[src/core/ocr_pkg.sv]
// Purpose: shared constants for the character attribute renderer
// Assumes: 32-bit AXI4-Lite register access, 4-bit colour table index
// Notes:   offsets are byte addresses of aligned words
package ocr_pkg;
	// ==========================================================
	// register map
	localparam logic [7:0] OCR_OFF_CTRL   = 8'h00;
	localparam logic [7:0] OCR_OFF_PAGE   = 8'h04;
	localparam logic [7:0] OCR_OFF_CURSOR = 8'h08;
	localparam logic [7:0] OCR_OFF_FRINGE = 8'h0c;
	localparam logic [7:0] OCR_OFF_STATUS = 8'h10;
	// ctrl fields
	localparam int OCR_CTRL_TELETEXT = 0;
	localparam int OCR_CTRL_DOUBLE   = 1;
	localparam int OCR_CTRL_ACTPAGE  = 2;
	localparam int OCR_CTRL_MESH     = 3;
	localparam int OCR_CTRL_CURSOR   = 4;
	localparam int OCR_CTRL_HOLD     = 5;
	localparam int OCR_CTRL_REDEFEXT = 6;
	localparam int OCR_CTRL_CCFRINGE = 7;
	// page fields
	localparam int OCR_PAGE_FRINGE_A = 0;
	localparam int OCR_PAGE_FRINGE_B = 1;
	localparam int OCR_PAGE_BMESH_A  = 2;
	localparam int OCR_PAGE_BMESH_B  = 3;
	localparam int OCR_PAGE_CMESH_A  = 4;
	localparam int OCR_PAGE_CMESH_B  = 5;
	localparam int OCR_PAGE_REDEF_A  = 6;
	localparam int OCR_PAGE_REDEF_B  = 7;
	// cursor fields: row in [4:0], column in [13:8]
	localparam int OCR_CUR_COL_LSB = 8;
	// caption serial word fields
	localparam int OCR_SER_UNDER = 4;
	localparam int OCR_SER_OVER  = 5;
	localparam int OCR_SER_ITAL  = 6;
	localparam int OCR_SER_BANK  = 7;
	localparam int OCR_SER_BGDUR = 8;
	localparam int OCR_SER_EOR   = 9;
	localparam int OCR_SER_MODE  = 10;
	localparam int OCR_SER_FLAG  = 11;
	// reset values
	localparam logic [31:0] OCR_CTRL_RST   = 32'h0000_0000;
	localparam logic [31:0] OCR_PAGE_RST   = 32'h0000_0000;
	localparam logic [31:0] OCR_CURSOR_RST = 32'h0000_0000;
	localparam logic [31:0] OCR_FRINGE_RST = 32'h0000_0000;
	// colours and teletext codes
	localparam logic [3:0] OCR_TT_FG_DEFAULT = 4'h7;
	localparam logic [3:0] OCR_TT_BG_DEFAULT = 4'h8;
	localparam logic [3:0] OCR_CC_BG_DEFAULT = 4'h0;
	localparam logic [3:0] OCR_BLACK_BG      = 4'h8;
	localparam logic [7:0] OCR_TT_NEW_BG     = 8'h1d;
	localparam logic [7:0] OCR_TT_GFX_LO     = 8'h10;
	localparam logic [7:0] OCR_TT_GFX_HI     = 8'h17;
	localparam logic [7:0] OCR_TT_ALPHA_HI   = 8'h07;
	// limits
	localparam logic [5:0] OCR_TT_ROW_LEN = 6'h28;
	localparam logic [4:0] OCR_CC_ROW_MAX = 5'h0f;
	localparam logic [5:0] OCR_CC_COL_MAX = 6'h2f;
	localparam logic [4:0] OCR_TT_ROW_MAX = 5'h18;
	localparam logic [5:0] OCR_TT_COL_MAX = 6'h27;
	// redefinable character code blocks
	localparam logic [3:0] OCR_REDEF_BASE = 4'h8;
	localparam logic [3:0] OCR_REDEF_EXT1 = 4'ha;
	localparam logic [3:0] OCR_REDEF_EXT2 = 4'hc;
endpackage

[src/core/ocr_render.sv]
// Purpose: attribute state, colour resolution and register file of the renderer
// Assumes: one pixel per clock, cell_start marks the first pixel of each cell
// Notes:   colour output lags the pixel inputs by two clocks
//
// Design decisions made here: the register offsets and the AXI4-Lite register port.
`timescale 1ns/1ps
module ocr_render
	import ocr_pkg::*;
(
	input  wire logic        clock,
	input  wire logic        sys_rst,
	// AXI4-Lite slave
	input  wire logic [7:0]  s_axi_awaddr,
	input  wire logic        s_axi_awvalid,
	output logic             s_axi_awready,
	input  wire logic [31:0] s_axi_wdata,
	input  wire logic [3:0]  s_axi_wstrb,
	input  wire logic        s_axi_wvalid,
	output logic             s_axi_wready,
	output logic [1:0]       s_axi_bresp,
	output logic             s_axi_bvalid,
	input  wire logic        s_axi_bready,
	input  wire logic [7:0]  s_axi_araddr,
	input  wire logic        s_axi_arvalid,
	output logic             s_axi_arready,
	output logic [31:0]      s_axi_rdata,
	output logic [1:0]       s_axi_rresp,
	output logic             s_axi_rvalid,
	input  wire logic        s_axi_rready,
	// pixel stream from the display timing
	input  wire logic        pix_valid,
	input  wire logic        row_start,
	input  wire logic        cell_start,
	input  wire logic [14:0] char_word,
	input  wire logic        glyph_on,
	input  wire logic [3:0]  fringe_nbr,
	input  wire logic        scan_top,
	input  wire logic        scan_bottom,
	input  wire logic        scan_odd,
	input  wire logic        pix_odd,
	input  wire logic [4:0]  cell_row,
	input  wire logic [5:0]  cell_col,
	input  wire logic        page_b,
	input  wire logic        text_area_end,
	// outputs to the display path and glyph fetch
	output logic [3:0]       pix_colour_q,
	output logic             pix_video_q,
	output logic             pix_valid_q,
	output logic             redef_sel_q,
	output logic [5:0]       redef_index_q
);
	// ==========================================================
	// register file
	logic [31:0] ctrl_q, page_q, cursor_q, fringe_q;
	logic        wr_go, rd_hit, wr_hit;
	logic [31:0] rd_word;
	logic [31:0] wmask;

	always_comb begin
		for (int i = 0; i < 4; i++) begin
			wmask[i*8 +: 8] = {8{s_axi_wstrb[i]}};
		end
	end

	// write address and data are taken together
	assign wr_go         = s_axi_awvalid & s_axi_wvalid & ~s_axi_bvalid;
	assign s_axi_awready = wr_go;
	assign s_axi_wready  = wr_go;
	assign s_axi_arready = ~s_axi_rvalid;
	assign wr_hit = (s_axi_awaddr == OCR_OFF_CTRL) | (s_axi_awaddr == OCR_OFF_PAGE)
		| (s_axi_awaddr == OCR_OFF_CURSOR) | (s_axi_awaddr == OCR_OFF_FRINGE);

	always_ff @(posedge clock) begin
		if (sys_rst) begin
			ctrl_q   <= OCR_CTRL_RST;
			page_q   <= OCR_PAGE_RST;
			cursor_q <= OCR_CURSOR_RST;
			fringe_q <= OCR_FRINGE_RST;
		end else if (wr_go) begin
			unique case (s_axi_awaddr)
				OCR_OFF_CTRL:   ctrl_q   <= (ctrl_q & ~wmask) | (s_axi_wdata & wmask);
				OCR_OFF_PAGE:   page_q   <= (page_q & ~wmask) | (s_axi_wdata & wmask);
				OCR_OFF_CURSOR: cursor_q <= (cursor_q & ~wmask) | (s_axi_wdata & wmask);
				OCR_OFF_FRINGE: fringe_q <= (fringe_q & ~wmask) | (s_axi_wdata & wmask);
				default: ;
			endcase
		end
	end

	// write response, slverr on unmapped
	always_ff @(posedge clock) begin
		if (sys_rst) begin
			s_axi_bvalid <= 1'b0;
			s_axi_bresp  <= 2'b00;
		end else if (wr_go) begin
			s_axi_bvalid <= 1'b1;
			s_axi_bresp  <= wr_hit ? 2'b00 : 2'b10;
		end else if (s_axi_bready) begin
			s_axi_bvalid <= 1'b0;
		end
	end

	// ==========================================================
	// attribute state per row
	logic       tt;
	logic [3:0] fg_q, fg_d, bg_q, bg_d, fgp_q, fgp_d, bgp_q, bgp_d;
	logic       fgp_v_q, fgp_v_d, bgp_v_q, bgp_v_d, bank_q, bank_d, bankp_q, bankp_d;
	logic       ul_q, ul_d, ol_q, ol_d, ital_q, ital_d, bgdur_q, bgdur_d;
	logic       eorp_q, eorp_d, done_q, done_d, gfx_q, gfx_d, gfxp_q, gfxp_d;
	logic [5:0] ncell_q, ncell_d;
	logic [7:0] code;

	assign tt   = ctrl_q[OCR_CTRL_TELETEXT];
	assign code = char_word[7:0];

	always_comb begin
		{fg_d, bg_d, fgp_d, bgp_d} = {fg_q, bg_q, fgp_q, bgp_q};
		{fgp_v_d, bgp_v_d, bank_d, bankp_d} = {fgp_v_q, bgp_v_q, bank_q, bankp_q};
		{ul_d, ol_d, ital_d, bgdur_d} = {ul_q, ol_q, ital_q, bgdur_q};
		{eorp_d, done_d, gfx_d, gfxp_d, ncell_d} = {eorp_q, done_q, gfx_q, gfxp_q, ncell_q};
		if (pix_valid & cell_start) begin
			if (row_start) begin
				// row defaults
				fg_d    = tt ? OCR_TT_FG_DEFAULT : 4'h0;
				bg_d    = tt ? OCR_TT_BG_DEFAULT : OCR_CC_BG_DEFAULT;
				{ul_d, ol_d, ital_d, bgdur_d, eorp_d, done_d} = 6'h00;
				// a pending bank choice from the last row must not leak into this one
				{fgp_v_d, bgp_v_d, bank_d, bankp_d, gfx_d, gfxp_d} = 6'h00;
				ncell_d = 6'h00;
			end else begin
				// set-after values from the previous cell take hold now
				if (fgp_v_q) begin
					fg_d  = fgp_q;
					gfx_d = gfxp_q;
				end
				if (bgp_v_q) begin
					bg_d = bgp_q;
				end
				bank_d  = bankp_q;
				done_d  = done_q | eorp_q | (tt & (ncell_q >= OCR_TT_ROW_LEN));
				fgp_v_d = 1'b0;
				bgp_v_d = 1'b0;
			end
			if (ncell_d != 6'h3f) begin
				ncell_d = ncell_d + 6'h01;
			end
			if (tt) begin
				if (code <= OCR_TT_ALPHA_HI) begin
					fgp_d   = {1'b0, code[2:0]};
					fgp_v_d = 1'b1;
					gfxp_d  = 1'b0;
				end else if (code >= OCR_TT_GFX_LO && code <= OCR_TT_GFX_HI) begin
					fgp_d   = {1'b0, code[2:0]};
					fgp_v_d = 1'b1;
					gfxp_d  = 1'b1;
				end else if (code == OCR_TT_NEW_BG) begin
					bg_d = {1'b1, fg_d[2:0]};
				end
			end else if (char_word[OCR_SER_FLAG]) begin
				ul_d    = char_word[OCR_SER_UNDER];
				ol_d    = char_word[OCR_SER_OVER];
				ital_d  = char_word[OCR_SER_ITAL];
				bgdur_d = char_word[OCR_SER_BGDUR];
				eorp_d  = eorp_d | char_word[OCR_SER_EOR];
				if (char_word[OCR_SER_MODE]) begin
					bgp_d   = char_word[3:0];
					bgp_v_d = 1'b1;
					bankp_d = char_word[OCR_SER_BANK];
				end else begin
					bg_d = char_word[3:0];
				end
			end else begin
				fg_d = {bank_d, char_word[10:8]};
			end
		end
	end

	// attribute registers advance once per cell
	always_ff @(posedge clock) begin
		if (sys_rst) begin
			{fg_q, bg_q, fgp_q, bgp_q} <= 16'h0000;
			{fgp_v_q, bgp_v_q, bank_q, bankp_q} <= 4'h0;
			{ul_q, ol_q, ital_q, bgdur_q} <= 4'h0;
			{eorp_q, done_q, gfx_q, gfxp_q} <= 4'h0;
			ncell_q <= 6'h00;
		end else begin
			{fg_q, bg_q, fgp_q, bgp_q} <= {fg_d, bg_d, fgp_d, bgp_d};
			{fgp_v_q, bgp_v_q, bank_q, bankp_q} <= {fgp_v_d, bgp_v_d, bank_d, bankp_d};
			{ul_q, ol_q, ital_q, bgdur_q} <= {ul_d, ol_d, ital_d, bgdur_d};
			{eorp_q, done_q, gfx_q, gfxp_q} <= {eorp_d, done_d, gfx_d, gfxp_d};
			ncell_q <= ncell_d;
		end
	end

	// ==========================================================
	// pixel stage one: hold pixel inputs beside the updated attributes
	logic       p_v, p_glyph, p_top, p_bot, p_odd, p_pageb, p_tae, p_serial;
	logic [3:0] p_nbr;
	logic [4:0] p_row, cur_row_q;
	logic [5:0] p_col, cur_col_q;

	always_ff @(posedge clock) begin
		if (sys_rst) begin
			{p_v, p_glyph, p_top, p_bot, p_odd, p_pageb, p_tae, p_serial} <= 8'h00;
			p_nbr <= 4'h0;
			p_row <= 5'h00;
			p_col <= 6'h00;
		end else begin
			p_v      <= pix_valid;
			p_glyph  <= glyph_on;
			p_top    <= scan_top;
			p_bot    <= scan_bottom;
			p_odd    <= scan_odd ^ pix_odd;
			p_pageb  <= page_b & ctrl_q[OCR_CTRL_DOUBLE];
			p_tae    <= text_area_end;
			p_serial <= cell_start ? (~tt & char_word[OCR_SER_FLAG]) : p_serial;
			p_nbr    <= fringe_nbr;
			p_row    <= cell_row;
			p_col    <= cell_col;
		end
	end

	// cursor position, frozen while hold is set
	always_ff @(posedge clock) begin
		if (sys_rst) begin
			cur_row_q <= 5'h00;
			cur_col_q <= 6'h00;
		end else if (!ctrl_q[OCR_CTRL_HOLD]) begin
			cur_row_q <= cursor_q[4:0];
			cur_col_q <= cursor_q[OCR_CUR_COL_LSB +: 6];
		end
	end

	// ==========================================================
	// colour resolution
	logic       active, cur_ok, cur_hit, fr_en, fr_hit, mesh_on, line_hit, shown, fill;
	logic [3:0] fg_e, bg_e, colour_d;
	logic       video_d;

	assign active = ctrl_q[OCR_CTRL_DOUBLE] ? (p_pageb == ctrl_q[OCR_CTRL_ACTPAGE]) : 1'b1;
	assign cur_ok = tt ? (cur_row_q <= OCR_TT_ROW_MAX && cur_col_q <= OCR_TT_COL_MAX)
		: (cur_row_q <= OCR_CC_ROW_MAX && cur_col_q <= OCR_CC_COL_MAX);
	assign cur_hit = ctrl_q[OCR_CTRL_CURSOR] & active & cur_ok
		& (p_row == cur_row_q) & (p_col == cur_col_q);
	assign fg_e = cur_hit ? bg_q : fg_q;
	assign bg_e = cur_hit ? fg_q : bg_q;
	assign fr_en = tt ? (~gfx_q & page_q[p_pageb ? OCR_PAGE_FRINGE_B : OCR_PAGE_FRINGE_A])
		: ctrl_q[OCR_CTRL_CCFRINGE];
	assign fr_hit = fr_en & |(p_nbr & fringe_q[3:0]);
	assign mesh_on = tt ? ((bg_e == OCR_BLACK_BG)
		? page_q[p_pageb ? OCR_PAGE_BMESH_B : OCR_PAGE_BMESH_A]
		: (bg_e[3] & page_q[p_pageb ? OCR_PAGE_CMESH_B : OCR_PAGE_CMESH_A]))
		: ctrl_q[OCR_CTRL_MESH];
	assign line_hit = ~tt & ((ul_q & p_bot) | (ol_q & ~ital_q & p_top));
	assign fill  = ~tt & bgdur_q & (eorp_q | done_q) & ~p_tae;
	assign shown = ~done_q;

	always_comb begin
		colour_d = bg_e;
		video_d  = 1'b0;
		if (shown) begin
			if (p_glyph & ~p_serial) begin
				colour_d = fg_e;
			end else if (line_hit) begin
				colour_d = fg_e;
			end else if (fr_hit & ~p_serial) begin
				colour_d = fringe_q[7:4];
			end else begin
				video_d = mesh_on & p_odd;
			end
		end else if (fill) begin
			// past end-of-row: background and lines run on to the text-area end
			colour_d = line_hit ? fg_e : bg_e;
			video_d  = ~line_hit & mesh_on & p_odd;
		end else begin
			video_d = 1'b1;
		end
	end

	// pixel stage two: registered colour out
	always_ff @(posedge clock) begin
		if (sys_rst) begin
			pix_colour_q <= 4'h0;
			pix_video_q  <= 1'b1;
			pix_valid_q  <= 1'b0;
		end else begin
			pix_colour_q <= colour_d;
			pix_video_q  <= video_d;
			pix_valid_q  <= p_v;
		end
	end

	// ==========================================================
	// redefinable character remap, one 12x16 glyph per index
	logic       redef_en, redef_hit;
	logic [1:0] redef_blk;

	assign redef_en = page_q[(page_b & ctrl_q[OCR_CTRL_DOUBLE])
		? OCR_PAGE_REDEF_B : OCR_PAGE_REDEF_A];
	always_comb begin
		redef_blk = 2'b00;
		redef_hit = 1'b0;
		if (code[7:4] == OCR_REDEF_BASE) begin
			redef_hit = 1'b1;
		end else if (ctrl_q[OCR_CTRL_REDEFEXT] && code[7:4] == OCR_REDEF_EXT1) begin
			redef_blk = 2'b01;
			redef_hit = 1'b1;
		end else if (ctrl_q[OCR_CTRL_REDEFEXT] && code[7:4] == OCR_REDEF_EXT2) begin
			redef_blk = 2'b10;
			redef_hit = 1'b1;
		end
	end

	always_ff @(posedge clock) begin
		if (sys_rst) begin
			redef_sel_q   <= 1'b0;
			redef_index_q <= 6'h00;
		end else if (pix_valid & cell_start) begin
			redef_sel_q   <= redef_en & redef_hit;
			redef_index_q <= {redef_blk, code[3:0]};
		end
	end

	// ==========================================================
	// read path
	assign rd_hit = (s_axi_araddr == OCR_OFF_CTRL) | (s_axi_araddr == OCR_OFF_PAGE)
		| (s_axi_araddr == OCR_OFF_CURSOR) | (s_axi_araddr == OCR_OFF_FRINGE)
		| (s_axi_araddr == OCR_OFF_STATUS);
	always_comb begin
		unique case (s_axi_araddr)
			OCR_OFF_CTRL:   rd_word = ctrl_q;
			OCR_OFF_PAGE:   rd_word = page_q;
			OCR_OFF_CURSOR: rd_word = cursor_q;
			OCR_OFF_FRINGE: rd_word = fringe_q;
			OCR_OFF_STATUS: rd_word = {2'b00, cur_col_q, 7'h00, cur_row_q,
				2'b00, gfx_q, done_q, bg_q, fg_q};
			default:        rd_word = 32'h0000_0000;
		endcase
	end

	always_ff @(posedge clock) begin
		if (sys_rst) begin
			s_axi_rvalid <= 1'b0;
			s_axi_rdata  <= 32'h0000_0000;
			s_axi_rresp  <= 2'b00;
		end else if (s_axi_arvalid & ~s_axi_rvalid) begin
			s_axi_rvalid <= 1'b1;
			s_axi_rdata  <= rd_word;
			s_axi_rresp  <= rd_hit ? 2'b00 : 2'b10;
		end else if (s_axi_rready) begin
			s_axi_rvalid <= 1'b0;
		end
	end

	// ==========================================================
	// checks
	logic cs;
	assign cs = pix_valid & cell_start & ~row_start;

	tt_fg_after_a: assert property (@(posedge clock) disable iff (sys_rst)
		cs & tt & (code <= OCR_TT_ALPHA_HI) |=> (fg_q == $past(fgp_v_q ? fgp_q : fg_q))
		& (fgp_q == $past(code[3:0])))
		else $error("teletext foreground changed at its own cell");
	tt_newbg_a: assert property (@(posedge clock) disable iff (sys_rst)
		cs & tt & (code == OCR_TT_NEW_BG) |=> bg_q == {1'b1, fg_q[2:0]})
		else $error("new background not taken from foreground");
	tt_row_def_a: assert property (@(posedge clock) disable iff (sys_rst)
		pix_valid & cell_start & row_start & tt & (code > OCR_TT_NEW_BG) |=>
		(fg_q == OCR_TT_FG_DEFAULT) & (bg_q == OCR_TT_BG_DEFAULT))
		else $error("teletext row defaults wrong");
	cc_row_def_a: assert property (@(posedge clock) disable iff (sys_rst)
		pix_valid & cell_start & row_start & ~tt & ~char_word[OCR_SER_FLAG] |=>
		~ul_q & ~ol_q & ~bgdur_q & ~eorp_q & ~done_q)
		else $error("caption row defaults wrong");
	cc_bg_mode1_a: assert property (@(posedge clock) disable iff (sys_rst)
		cs & ~tt & char_word[OCR_SER_FLAG] & char_word[OCR_SER_MODE] |=> bgp_v_q
		& (bgp_q == $past(char_word[3:0])) & (bg_q == $past(bgp_v_q ? bgp_q : bg_q)))
		else $error("set-after background taken at its own cell");
	cursor_swap_a: assert property (@(posedge clock) disable iff (sys_rst)
		shown & cur_hit & p_glyph & ~p_serial |=> pix_colour_q == $past(bg_q))
		else $error("cursor did not swap colours");
	cursor_hold_a: assert property (@(posedge clock) disable iff (sys_rst)
		ctrl_q[OCR_CTRL_HOLD] |=> $stable(cur_row_q) & $stable(cur_col_q))
		else $error("cursor moved while held");
	tt_len_a: assert property (@(posedge clock) disable iff (sys_rst)
		cs & tt & (ncell_q >= OCR_TT_ROW_LEN) |=> done_q ##1 pix_video_q)
		else $error("teletext row exceeded forty cells");
	overline_a: assert property (@(posedge clock) disable iff (sys_rst)
		shown & ~tt & ital_q & p_top & ~ul_q & ~p_glyph & ~fr_hit |=> pix_colour_q == $past(bg_e))
		else $error("overline drawn on italic");
	redef_a: assert property (@(posedge clock) disable iff (sys_rst)
		pix_valid & cell_start & (code[7:4] == OCR_REDEF_EXT1) & ~ctrl_q[OCR_CTRL_REDEFEXT]
		|=> ~redef_sel_q)
		else $error("extension codes remapped without extension");

	tt_new_bg_c: cover property (@(posedge clock) cs & tt & (code == OCR_TT_NEW_BG));
	cc_eor_fill_c: cover property (@(posedge clock) fill & p_v);
	cursor_c: cover property (@(posedge clock) cur_hit & p_v);
endmodule

[config.mk]
export PLATFORM = sky130hd
export DESIGN_NAME = ocr_render
export DESIGN_NICKNAME = d
export VERILOG_FILES = /design/src/core/ocr_pkg.sv /design/src/core/ocr_render.sv
export SDC_FILE = /design/constraint.sdc
export NUM_CORES = 1
export LEC_CHECK = 0
export ABC_AREA = 1
export BUFFER_PORTS_ARGS = -buffer_cell sky130_fd_sc_hd__buf_4
export CORE_ASPECT_RATIO = 0.8
export CORE_MARGIN = 2
export CORE_UTILIZATION = 40
export DETAILED_ROUTE_END_ITERATION = 6
export PLACE_DENSITY = 0.69
export SYNTH_ARGS = -nofsm -noshare
export SYNTH_HDL_FRONTEND = slang
export SYNTH_SLANG_ARGS = --single-unit
[constraint.sdc]
create_clock -name clock -period 4.6 [get_ports clock]
set_input_delay 0.92 -clock clock [delete_from_list [all_inputs] [get_ports clock]]
set_output_delay 0.92 -clock clock [all_outputs]
set_load 0.02 [all_outputs]
# Word level (Yosys, flattened, before mapping)
# Cells that the tools add are included.
# W data, S select, Z words.
[totals]
ff_bits = 246
input_bits = 99
output_inout_bits = 54
elab_cells = 248
[op_classes]
addsub = 1
magnitude_cmp = 12
n_eq_ne = 16
n_mux = 99
bitwise = 58
reduce_logical = 19
[op_table]
columns = ["op", "count"]
rows = [
  ["$and A32 B32 Y32", 5],
  ["$pmux W32 S5", 1],
  ["$or A32 B32 Y32", 4],
  ["$mux W4", 23],
  ["$mux W1", 62],
  ["$eq A8 B4 Y1 const B", 4],
  ["$not A32 Y32", 1],
  ["$and A1 B1 Y1", 27],
  ["$bmux W1 S5", 4],
  ["$mux W6", 3],
  ["$eq A4 B4 Y1 const B", 4],
  ["$eq A8 B3 Y1 const B", 2],
  ["$eq A8 B5 Y1 const B", 2],
  ["$logic_not A8 Y1", 2],
  ["$le A6 B6 Y1 const B", 2],
  ["$lt A3 B6 Y1 const B", 2],
  ["$or A1 B1 Y1", 11],
  ["$mux W2", 5],
  ["$reduce_and A2 Y1", 5],
  ["$ge A8 B5 Y1 const B", 1],
  ["$le A8 B3 Y1 const B", 1],
  ["$le A8 B5 Y1 const B", 1],
  ["$not A1 Y1", 8],
  ["$reduce_bool A2 Y1", 4],
  ["other kinds (17)", 21],
]

# Logic depth before layout (Yosys ltp)
# Gate-level depths: netlist (run 1).
[depth]
depth_word = 15
ltp_mapped = 16
mapped_depth_nobuf = 15

# Least setup slack after synthesis (run 1)
# Ideal clock, no wire load.
[synth_timing]
path_type = "input port to output port"
from = "in s_axi_awvalid"
to = "out s_axi_wready"
arrival_time_ps = 1725
required_time_ps = 3680
path_slack_ps = 1955
path_stages = 3
path_buffers = 1
cell_sequence = "nand2_1 > nor2_1 > buf_4"
[synth_via]
elab_chain_cells = 2
[synth_rtl]
columns = ["item", "line", "rtl"]
rows = [
  ["start: declaration", "ocr_render.sv:14", "input wire logic s_axi_awvalid,"],
  ["$and A1 B1 Y1 (2 in a row)", "ocr_render.sv:66", "assign wr_go = s_axi_awvalid & s_axi_wvalid & ~s_axi_bvalid;"],
  ["end: declaration", "ocr_render.sv:19", "output logic s_axi_wready,"],
]
# Every way passes these cells.

# Worst setup path after layout (run 1)
[layout_timing]
from = "in s_axi_awvalid"
to = "out s_axi_awready"
[layout_via]
elab_chain_cells = 2
[layout_rtl]
columns = ["item", "line", "rtl"]
rows = [
  ["$and A1 B1 Y1 (2 in a row)", "ocr_render.sv:66", ""],
  ["end: declaration", "ocr_render.sv:15", "output logic s_axi_awready,"],
]
# Every way passes these cells.

==> run summary, run 1 <==
TIMING
---------------------------------------------------------------------------------
WHS ................................................................       409 ps
Final Critical Period ..............................................      2590 ps
Headroom to the max-slew limit .....................................        34.7%
Clk_skew ...........................................................      12.0 ps
Final hold violations ..............................................            0
RSZ-0062 raised after global routing ...............................        false
Post-route clock period utilization ................................        56.4%
Setup TNS ..........................................................         0 ps
Transition at the pin with the smallest max-transition slack .......       980 ps
Number of setup violations in the final report .....................            0
Number of slew-limit violations in the final report ................            0
FMAX ...............................................................      385 MHz

FLOORPLAN
---------------------------------------------------------------------------------
Floorplan die width ................................................  185 microns
Height of the die ..................................................  149 microns
Die area ........................................................... 0.0276 sq mm
Initial Utilization ................................................        40.3%
Count of boundary I/O pins .........................................          153
Rows ...............................................................           53
Core region area ................................................... 0.0261 sq mm

LOGIC SYNTHESIS
---------------------------------------------------------------------------------
Largest cells by area after synthesis .............................. dfxtp_1 (46%), o21ai_0 (10%), a21oi_1 (10%)
Most frequently used cell type in the post-synthesis netlist .......        inv_1
Share of synthesized registers carrying an async set or reset ......           0%
Number of synthesized flops with an enable pin .....................            0
Proportion of netlist area held by the largest area contributor ....        46.3%
Cell type with the largest total area after synthesis ..............      dfxtp_1
Cell count after synthesis .........................................        1,448
Leading post-synthesis cells by instance count ..................... inv_1 (251), dfxtp_1 (243), o21ai_0 (219), a21oi_1 (210), nand2_1 (146)
Fraction of the yosys area taken by sequential cells ...............        46.3%
Number of synthesized register bits ................................          243
Cell Area, Synth ................................................... 0.0105 sq mm
Yosys warning count ................................................            0
Main flop type after synthesis .....................................      dfxtp_1
Mapped Avg Cell Area ...............................................   7.26 sq um
Number of distinct library cells after synthesis ...................           45

CLOCK TREE
---------------------------------------------------------------------------------
Hold-fix buffer count after cts ....................................            0
Clock Pin Slew Worst Setup and Hold Paths ..........................        60 ps
Clk Latency, worst-skew pair .......................................       540 ps
TritonCTS clock tree ...............................................        built
Buffer cell driving the clock tree root ............................    clkbuf_16
Number of levels the H-tree was split into .........................            1
Cells resized by post-CTS repair ...................................            0
Count of clock tree sinks ..........................................          243
Number of buffers inserted during clock tree synthesis .............           27
Buffers from clock root to sink, at most ...........................            3
Setup fix buffers added after clock tree synthesis .................            0

GLOBAL ROUTING
---------------------------------------------------------------------------------
Most heavily used metal layer in global routing ....................         met2
Via count of the first global-routing pass .........................        8,969
M2 GR Usage ........................................................        33.7%
First-pass GRT wire length .........................................      48.6 mm
Antenna violations before repair ...................................            0
All-layer global routing usage .....................................        22.3%
Maximum number of pins on one net before global-route repair .......          123
Met3 Track Usage GR ................................................        3.17%
Global routing met1 resource utilization ...........................        33.5%
Grt ovf ............................................................            0

ROUTE
---------------------------------------------------------------------------------
Final ANT Viol Nets ................................................            0
Detailed-route DRC error count .....................................            0
Final wirelength ...................................................      31.5 mm
Violation count after the first detailed-route iteration ...........          976
Via density per instance ...........................................         5.17
Number of optimization iterations in the first detailed-route pass .            5
Vias post-DR .......................................................        10.0k
Routed length per instance ......................................... 16.2 microns

PLACEMENT
---------------------------------------------------------------------------------
Gpl congestion .....................................................        0.929
Cell Area, Placed .................................................. 0.0118 sq mm
Port bufs ..........................................................          147
Detailed-placement wirelength estimate .............................      21.9 mm

POWER
---------------------------------------------------------------------------------
P per Cell Area ....................................................  374 mW/mm^2
Total leakage power ................................................      4.94 nW
Highest ir drop seen on vdd ........................................     0.250 mV
Net switching share of the total power .............................        24.2%
Internal cell power ................................................      3.61 mW
P_sw ...............................................................      1.15 mW
Portion of total power attributed to the clock network .............        46.2%
Total power after layout ...........................................      4.76 mW
Comb pwr share .....................................................         8.2%
Part of the power in registers .....................................        45.7%

CRITICAL PATH
---------------------------------------------------------------------------------
Setup Crit Path Kind ...............................................       in2out
Arrival time worst endpoint ........................................      1670 ps
Kind of start point of the critical path ........................... primary input
Max Fanout on Critical Path ........................................            9
Endpoint required time on the critical path ........................      3680 ps
Setup slack on the worst flop-to-flop path .........................      2420 ps
Kind of end point of the critical path .............................  output port

OUTCOME
---------------------------------------------------------------------------------
Outcome ............................................................    completed

JOB
---------------------------------------------------------------------------------
Max Cap Viol .......................................................            0

FINAL LAYOUT
---------------------------------------------------------------------------------
Fraction of layout instances using a drive strength above 1 ........        14.5%
Layout area overhead ...............................................        21.4%
Net count, final ...................................................        1,665
Number of diodes added for antenna fixing ..........................            0
Final design area excluding fillers ................................ 0.0128 sq mm
FILL cells .........................................................        2,550

WORST HOLD PATH
---------------------------------------------------------------------------------
Class of the most critical hold timing path ........................      reg2reg

## critical path: stages
cell and delay [ps]:
buf_4 70, nand2_1 40, nor2_1 400, buf_4 240
## path summary, 6_finish.rpt
kind,depth (start not counted),start,endpoint
hold reg to reg,2,p_v,pix_valid_q
setup / recovery,4,s_axi_awvalid,s_axi_awready
hold / removal,2,p_v,pix_valid_q
setup reg to reg,8,flop,pix_colour_q[3]
## power groups by stage
stage	registers [mW]	clock network [mW]	logic, mW
floorplan	2.24	0	0.180
global placement	2.22	0	0.381
detailed placement	2.22	0	0.385
CTS	2.18	2.23	0.387
global route	2.18	2.32	0.428
finish	2.18	2.20	0.389
## placed cells by master, fill, tap and decap left out, drive strengths merged, types with 10 or more instances in the layout
cell | Yosys | routed
inv | 259 | 260
dfxtp | 243 | 243
o21ai | 228 | 228
a21oi | 210 | 210
buf | 17 | 159
nand2 | 152 | 152
nor2 | 120 | 120
o22ai | 40 | 40
clkbuf | 55 | 33
a211oi | 17 | 17
nand4 | 16 | 16
nor3 | 16 | 16
nand3 | 15 | 15
a31oi | 13 | 13
a22oi | 12 | 12
o211ai | 10 | 10
## stage by stage
stage / setup slack, ps / instances / util [%]
final: 2010 / 1941 / 48.9
after detailed placement: 1580 / 1893 / 45.5
after global routing: 1870 / 1941 / 48.9
after CTS: 2000 / 1941 / 48.9
after floorplan: 1950 / 1449 / -
after global placement: 1570 / 1893 / 45.5
## kinds of logic after synthesis
logic type | share of synthesized area, %
buf+inv | 12.2
xor+xnor | 0.250
other cells | 0.0357
fa+ha+maj | 0.119
simple gates | 13.2
flops | 46.3
compound gates | 27.9
## metal layers
metal  wire, microns  part of all wire (%)  vias to the layer above
li1                -                     -                     5026
met2           13700                    43                      343
met4             554                   1.8                        0
met5               0                     0                        -
met1           15100                    48                     4634
met3            2140                   6.8                       37
## final cells by class
type | instances | area [sq um] | share of cell area [%]
clock buffer | 33 | 738 | 5.79
clock inverter | 15 | 170 | 1.33
inverter | 260 | 977 | 7.66
multi-input combinational | 874 | 4360 | 34.2
sequential | 243 | 4860 | 38.1
tap | 357 | 447 | 3.50
timing repair buffer | 159 | 1190 | 9.36
Note: power is estimated with default switching activity, not from simulation.
==> inputs of run 2 (changes only) <==
clock period = 2.5 ns   (was 4.6 ns; I/O delays follow)
==> run 2 against run 1 <==
  * Clock-buffer cell count up 7
  * Combinational power up 85%
  * Critical path depth up 11
  * First-iteration DRC count down 13%
  * Final area up 0.81%
  * Die area unchanged
  * Via count up 0.36%
  * Global-route usage up 0.44 points
  * Wire length up 0.89%
  * Power up 83%
  * Worst setup slack worse by 1600 ps
  * Largest power group is now registers
  * Highest routed layer unchanged
==> run summary, run 2 (synthesis gave the netlist of run 1 again) <==
CRITICAL PATH
--------------------------------------------------------------------------------------
Arrival time worst endpoint .............................................      2520 ps   was 1670 ps
Max Fanout on Critical Path .............................................           11   was 9
Kind of end point of the critical path ..................................         flop   was output port
Endpoint required time on the critical path .............................      2920 ps   was 3680 ps
Library cell contributing the largest single delay on the critical path .      dfxtp_1   was nor2_1
Crit path largest cell delay ............................................       350 ps   was 400 ps
Kind of start point of the critical path ................................         flop   was primary input
Setup Crit Path Kind ....................................................      reg2reg   was in2out
Crit-path most repeated cell ............................................      nand2_1   was buf_4
Cells along the critical path ........................................... inv_1 -> nand2_1 -> nand2_1 -> nor2_1 -> nand2_1 -> nor2_2 -> nand3_2 -> nand2_1 -> nand2_1 -> nor2_2 -> nand2_1 -> nand2_1 -> nand3_1 -> nand2_1 -> nand2_1   was buf_4 -> nand2_1 -> nor2_1 -> buf_4
Delay-heaviest family, CP ............................................... simple AND/OR/NAND/NOR gates   unchanged
Count of buffering cells on the critical path with inverters included ...            1   was 2

ROUTE
--------------------------------------------------------------------------------------
Final ANT Viol Nets .....................................................            0   unchanged
Final wirelength ........................................................      31.7 mm   was 31.5 mm
Via density per instance ................................................         5.16   was 5.17
Vias post-DR ............................................................        10.1k   was 10.0k
Violation count after the first detailed-route iteration ................          853   was 976
Routed length per instance .............................................. 16.3 microns   was 16.2 microns
Detailed-route DRC error count ..........................................            0   unchanged
Number of optimization iterations in the first detailed-route pass ......            5   unchanged

GLOBAL ROUTING
--------------------------------------------------------------------------------------
All-layer global routing usage ..........................................        22.7%   was 22.3%
Global routing met1 resource utilization ................................        33.7%   was 33.5%
M2 GR Usage .............................................................        34.7%   was 33.7%
Antenna violations before repair ........................................            0   unchanged
First-pass GRT wire length ..............................................      49.6 mm   was 48.6 mm
Met3 Track Usage GR .....................................................        3.20%   was 3.17%
Via count of the first global-routing pass ..............................        9,240   was 8,969
Maximum number of pins on one net before global-route repair ............           84   was 123
Grt ovf .................................................................            0   unchanged
Most heavily used metal layer in global routing .........................         met2   unchanged

FLOORPLAN
--------------------------------------------------------------------------------------
Die area ................................................................ 0.0276 sq mm   unchanged
Core region area ........................................................ 0.0261 sq mm   unchanged
Initial Utilization .....................................................        40.3%   unchanged
Rows ....................................................................           53   unchanged
Floorplan die width .....................................................  185 microns   unchanged
Height of the die .......................................................  149 microns   unchanged
Count of boundary I/O pins ..............................................          153   unchanged

CLOCK TREE
--------------------------------------------------------------------------------------
Cells resized by post-CTS repair ........................................            0   unchanged
Buffers from clock root to sink, at most ................................            3   unchanged
Hold-fix buffer count after cts .........................................            0   unchanged
Setup fix buffers added after clock tree synthesis ......................            0   unchanged
Buffer cell driving the clock tree root .................................    clkbuf_16   unchanged
Number of buffers inserted during clock tree synthesis ..................           26   was 27
TritonCTS clock tree ....................................................        built   unchanged
Clk Latency, worst-skew pair ............................................       520 ps   was 540 ps
Count of clock tree sinks ...............................................          243   unchanged
Number of levels the H-tree was split into ..............................            1   unchanged
Clock Pin Slew Worst Setup and Hold Paths ...............................        60 ps   about the same

OUTCOME
--------------------------------------------------------------------------------------
Outcome .................................................................    completed   unchanged

PLACEMENT
--------------------------------------------------------------------------------------
Port bufs ...............................................................          147   unchanged
Detailed-placement wirelength estimate ..................................      22.5 mm   was 21.9 mm
Gpl congestion ..........................................................        0.911   was 0.929

FINAL LAYOUT
--------------------------------------------------------------------------------------
FILL cells ..............................................................        2,527   was 2,550
Net count, final ........................................................        1,676   was 1,665
Final cell utilization of the core ......................................        49.3%   was 48.9%
Area used by sequential logic in the layout ............................. 0.00486 sq mm   unchanged
Most common cell after layout, fill and taps aside ......................        inv_1   unchanged
Area occupied by multi-input gates ...................................... 0.00436 sq mm   unchanged
Fraction of layout instances using a drive strength above 1 .............        14.9%   was 14.5%
Number of diodes added for antenna fixing ...............................            0   unchanged
Commonest cells after routing, fill and taps aside ...................... inv_1 (250), dfxtp_1 (243), o21ai_0 (219), a21oi_1 (210), buf_4 (169)   was inv_1 (250), dfxtp_1 (243), o21ai_0 (219), a21oi_1 (210), buf_4 (159)
Layout area overhead ....................................................        22.4%   was 21.4%

TIMING
--------------------------------------------------------------------------------------
Final Critical Period ...................................................      2100 ps
RSZ-0062 raised after global routing ....................................        false   unchanged
Post-route clock period utilization .....................................        83.8%
Number of setup violations in the final report ..........................            0   unchanged
Final hold violations ...................................................            0   unchanged
Headroom to the max-slew limit ..........................................        45.2%   was 34.7%
Number of slew-limit violations in the final report .....................            0   unchanged
Transition at the pin with the smallest max-transition slack ............       821 ps   was 980 ps
Clk_skew ................................................................      7.22 ps   was 12.0 ps
Setup TNS ...............................................................         0 ps   unchanged
FMAX ....................................................................      477 MHz

POWER
--------------------------------------------------------------------------------------
P per Cell Area .........................................................  677 mW/mm^2   was 374 mW/mm^2
Highest ir drop seen on vdd .............................................     0.376 mV   was 0.250 mV
Total leakage power .....................................................      5.01 nW   was 4.94 nW

JOB
--------------------------------------------------------------------------------------
Max Cap Viol ............................................................            0   unchanged

WORST HOLD PATH
--------------------------------------------------------------------------------------
Class of the most critical hold timing path .............................       in2reg   was reg2reg

==> run 2: cell count changes in the layout (fill, tap and decap cells not counted) <==
cell        previous run  this run
inv_6                  2         0
clkbuf_1               2         4
clkinv_2               6         4
buf_12                 0         2
bufinv_16              3         2
buf_4                159       169
clkbuf_8               4         9
clkinvlp_4             5         1
==> run 2: stage by stage <==
stage	hold slack (ps)	power, mW	setup WS (ps)	std cells	cell area [sq um]
after floorplan	388	4.45	492	1449	10500
after global placement	390	4.79	260	1905	12000
after detailed placement	401	4.80	247	1905	12000
after CTS	153	8.78	444	1951	12900
after global routing	168	9.01	154	1951	12900
final	170	8.71	404	1951	12900
==> run 2: path summary, 6_finish.rpt <==
kind | from | endpoint | slack, ps | cells past startpoint
worst max-delay path | cur_col_q[1] | pix_video_q | 400 | 15
worst min-delay path | cell_start | p_serial | 170 | 2
worst max register to register | cur_col_q[1] | pix_video_q | 400 | 15
worst min register to register | p_v | pix_valid_q | 400 | 2
==> run 2: power by group <==
| group | switching, mW | internal (mW) | leakage, nW | total [mW] |
|---|---|---|---|---|
| logic | 0.434 | 0.285 | 2.59 | 0.719 |
| clock network | 1.55 | 2.43 | 0.442 | 3.98 |
| registers | 0.0501 | 3.95 | 1.97 | 4.00 |
==> run 2: metal layers <==
layer	routed length (microns)	vias to the layer above
li1	-	5050
met1	15400	4625
met2	13400	357
met3	2230	44
met4	708	0
met5	0	-
==> run 2: area by class of cell <==
cell class,count,area share (%)
clock buffers,40,6.34
repair buffers,171,10.2
well taps,357,3.47
multi-input cells,874,33.9
inverters,260,7.60
flip-flops and latches,243,37.8
clock inverters,6,0.642
==> inputs of run 3 (changes only) <==
ABC_AREA = 0   (was 1)
PLACE_DENSITY = 0.72   (was 0.69)
clock period = 1.8 ns   (was 2.5 ns; I/O delays follow)
==> run 3 against run 2 <==
  * The flow now finishes with violations (setup timing)
  * Highest routed layer is now met5
  * Non-clock buffer count up 78
  * Critical endpoint unchanged
  * Die area down 2.1%
  * Register-to-register slack worse by 640 ps
  * Via count down 5.3%
  * Synthesized area down 2.2%
  * Hold slack worse by 150 ps
  * Clock power up 47%
  * Power up 42%
  * Critical path type unchanged
  * Sequential share of layout area down 1.8 points
  * Clock skew down 1.4 ps
  * Wire length down 4.1%
==> run summary, run 3 <==
GLOBAL ROUTING
---------------------------------------------------------------------------------
Antenna violations before repair ...................................            2   was 0
Via count of the first global-routing pass .........................        8,984   was 9,240
First-pass GRT wire length .........................................      47.9 mm   was 49.6 mm
Grt ovf ............................................................            0   unchanged
Maximum number of pins on one net before global-route repair .......           94   was 84
All-layer global routing usage .....................................        22.2%   was 22.7%

FLOORPLAN
---------------------------------------------------------------------------------
Floorplan die width ................................................  183 microns   was 185 microns
Height of the die ..................................................  147 microns   was 149 microns
Core region area ................................................... 0.0253 sq mm   was 0.0261 sq mm
Count of boundary I/O pins .........................................          153   unchanged
Die area ........................................................... 0.0270 sq mm   was 0.0276 sq mm
Rows ...............................................................           52   was 53
Initial Utilization ................................................        40.6%   was 40.3%

CLOCK TREE
---------------------------------------------------------------------------------
Buffer cell driving the clock tree root ............................    clkbuf_16   unchanged
Number of levels the H-tree was split into .........................            1   unchanged
Number of buffers inserted during clock tree synthesis .............           25   was 26
Clock Pin Slew Worst Setup and Hold Paths ..........................        60 ps   about the same
Hold-fix buffer count after cts ....................................            0   unchanged
Buffers from clock root to sink, at most ...........................            3   unchanged
Count of clock tree sinks ..........................................          243   unchanged
Clk Latency, worst-skew pair .......................................       520 ps   about the same
TritonCTS clock tree ...............................................        built   unchanged

ROUTE
---------------------------------------------------------------------------------
Violation count after the first detailed-route iteration ...........          973   was 853
Number of optimization iterations in the first detailed-route pass .            6   was 5
Routed length per instance ......................................... 17.4 microns   was 16.3 microns
Final wirelength ...................................................      30.5 mm   was 31.7 mm
Vias post-DR .......................................................        9,545   was 10.1k
Via density per instance ...........................................         5.44   was 5.16
Detailed-route DRC error count .....................................            0   unchanged
Final ANT Viol Nets ................................................            0   unchanged

LOGIC SYNTHESIS
---------------------------------------------------------------------------------
Mapped Avg Cell Area ...............................................   8.43 sq um   was 7.26 sq um
Synth Area in XOR/XNOR .............................................        1.19%   was 0.250%
Fraction of the yosys area taken by sequential cells ...............        47.3%   was 46.3%
Multiplexer share of the synthesized area ..........................        9.94%   was 0%
Cell Area, Synth ................................................... 0.0103 sq mm   was 0.0105 sq mm
Largest cells by area after synthesis .............................. dfxtp_1 (47%), nand2_1 (12%), a21oi_1 (8.3%)   was dfxtp_1 (46%), o21ai_0 (10%), a21oi_1 (10%)
Proportion of netlist area held by the largest area contributor ....        47.3%   was 46.3%
Number of synthesized flops with an enable pin .....................            0   unchanged
Share of synthesized registers carrying an async set or reset ......           0%   unchanged
Main flop type after synthesis .....................................      dfxtp_1   unchanged
Leading post-synthesis cells by instance count ..................... nand2_1 (317), dfxtp_1 (243), a21oi_1 (171), nor2_1 (81), clkbuf_1 (68)   was inv_1 (251), dfxtp_1 (243), o21ai_0 (219), a21oi_1 (210), nand2_1 (146)
Cell type with the largest total area after synthesis ..............      dfxtp_1   unchanged
Most frequently used cell type in the post-synthesis netlist .......      nand2_1   was inv_1
Adder-Cell Fraction of Synth Area ..................................       0.219%   was 0.119%
Main combinational cell family by area after synthesis ............. simple AND/OR/NAND/NOR gates   was compound AO/OA/AOI/OAI gates
Cell count after synthesis .........................................        1,219   was 1,448
Compound-cell area share of the yosys netlist ......................        15.3%   was 27.9%
Number of distinct library cells after synthesis ...................           54   was 45
Number of synthesized register bits ................................          243   unchanged
Simple-gate share of the synthesized area ..........................        22.4%   was 13.2%
Yosys warning count ................................................            0   unchanged

TIMING
---------------------------------------------------------------------------------
Post-route clock period utilization ................................         113%   was 83.8%
Headroom to the max-slew limit .....................................        65.1%   was 45.2%
Number of setup violations in the final report .....................            5   was 0
Clk_skew ...........................................................      5.78 ps   was 7.22 ps
Setup slack of the critical path after layout ......................      -239 ps   was 404 ps
Number of slew-limit violations in the final report ................            0   unchanged
FMAX ...............................................................      490 MHz   was 477 MHz
Final Critical Period ..............................................      2040 ps   was 2100 ps
Transition at the pin with the smallest max-transition slack .......       518 ps   was 821 ps
RSZ-0062 raised after global routing ...............................         true   was false
WHS ................................................................      22.5 ps   was 170 ps
Final hold violations ..............................................            0   unchanged

POWER
---------------------------------------------------------------------------------
P_sw ...............................................................      2.80 mW   was 2.04 mW
Internal cell power ................................................      9.60 mW   was 6.67 mW
Comb pwr share .....................................................         8.0%   was 8.3%
P per Cell Area ....................................................  917 mW/mm^2   was 677 mW/mm^2
Net switching share of the total power .............................        22.6%   was 23.4%
Highest ir drop seen on vdd ........................................     0.613 mV   was 0.376 mV
Total leakage power ................................................      5.09 nW   was 5.01 nW
Portion of total power attributed to the clock network .............        47.3%   was 45.8%
Part of the power in registers .....................................        44.7%   was 46.0%

WORST HOLD PATH
---------------------------------------------------------------------------------
Startpoint of the lowest-slack hold path ........................... s_axi_rready   was cell_start
Class of the most critical hold timing path ........................       in2reg   unchanged
Hold Path Depth ....................................................            2   unchanged

OUTCOME
---------------------------------------------------------------------------------
Outcome ............................................................ finished with violations   was completed
Violations in the final reports .................................... setup timing

CRITICAL PATH
---------------------------------------------------------------------------------
Kind of start point of the critical path ...........................         flop   unchanged
Kind of end point of the critical path .............................         flop   unchanged
Max Fanout on Critical Path ........................................            3   was 11
Endpoint required time on the critical path ........................      2240 ps   was 2920 ps
Startpoint of the worst setup timing path .......................... cur_col_q[0]   was cur_col_q[1]
Beginning of the worst register-to-register path ................... cur_col_q[0]   was cur_col_q[1]
Reg2reg path depth .................................................            7   was 15
Setup Crit Path Kind ...............................................      reg2reg   unchanged
Arrival time worst endpoint ........................................      2480 ps   was 2520 ps

PLACEMENT
---------------------------------------------------------------------------------
Placed insts .......................................................        1,709   was 1,905
Port bufs ..........................................................          147   unchanged
Gpl congestion .....................................................        0.841   was 0.911
Detailed-placement wirelength estimate .............................      21.9 mm   was 22.5 mm
Cell Area, Placed .................................................. 0.0125 sq mm   was 0.0120 sq mm

FINAL LAYOUT
---------------------------------------------------------------------------------
Final design area excluding fillers ................................ 0.0135 sq mm   was 0.0129 sq mm
Commonest cells after routing, fill and taps aside ................. nand2_1 (315), dfxtp_1 (235), buf_4 (234), a21oi_1 (170), nor2_1 (79)   was inv_1 (250), dfxtp_1 (243), o21ai_0 (219), a21oi_1 (210), buf_4 (169)
Fraction of layout instances using a drive strength above 1 ........        25.5%   was 14.9%
Number of cells in the finished layout apart from fillers ..........        1,755   was 1,951
Most common cell after layout, fill and taps aside .................      nand2_1   was inv_1
Net count, final ...................................................        1,513   was 1,676
Final cell utilization of the core .................................        53.4%   was 49.3%
Layout area overhead ...............................................        31.5%   was 22.4%

JOB
---------------------------------------------------------------------------------
Max Cap Viol .......................................................            0   unchanged

[run 3: layout make-up]
class	count	area (sq um)
Antenna cell	1	2.50
Clock buffer	35	733
Clock inverter	9	200
Fill cell	2251	11800
Inverter	10	37.5
Multi-Input combinational cell	884	5220
Sequential cell	243	4870
Tap cell	324	405
Timing Repair Buffer	249	2050
[run 3: critical path, stage by stage, from the launching register on]
cell	delay (ps)
dfxtp_1	320
xnor2_1	180
nand4_1	190
nor4_4	390
nand2_2	190
mux2i_1	200
mux2_2	350
a31oi_1	130
[run 3: kinds of logic after synthesis]
logic type / Yosys count
compound gates: 267
xor+xnor: 14
fa+ha+maj: 2
buf+inv: 93
flops: 243
mux: 66
other cells: 1
simple gates: 533
[run 3: power groups by stage]
stage	clock network (mW)	logic [mW]	registers, mW
after CTS	5.91	0.982	5.54
after floorplan	0	0.425	5.70
after global placement	0	0.962	5.66
after detailed placement	0	0.974	5.66
final	5.86	0.990	5.54
after global routing	6.11	1.06	5.55
[run 3: what timing repair did]
action	CTS	global route
gates resized for setup	4	17
pin swaps	4	8
buffers inserted	1	0
endpoints found under the setup margin	5	25
hold endpoints to repair	0	0
[run 3: final timing paths]
kind / endpoint / slack (ps)
max: pix_video_q / -240
min: s_axi_rvalid / 20
max reg2reg: pix_video_q / -240
min reg2reg: flop / 450
[run 3: routing by layer]
layer / global-route usage, % / share of wire (%)
met1: 32.5 / 46
met2: 33.9 / 43
met3: 3.99 / 7.7
met4: 5.68 / 2.4
met5: 0 / 0.043
[run 3: stage by stage]
| step | setup WS (ps) | power [mW] | setup TNS (ps) |
|---|---|---|---|
| 3_3_place_gp | -244 | 6.62 | -13950 |
| 4_1_cts | -237 | 12.4 | -1120 |
| 5_1_grt | -370 | 12.7 | -1580 |
| 2_1_floorplan | -94.0 | 6.12 | -408 |
| 3_5_place_dp | -303 | 6.63 | -23530 |
| 6_report | -239 | 12.4 | -984 |
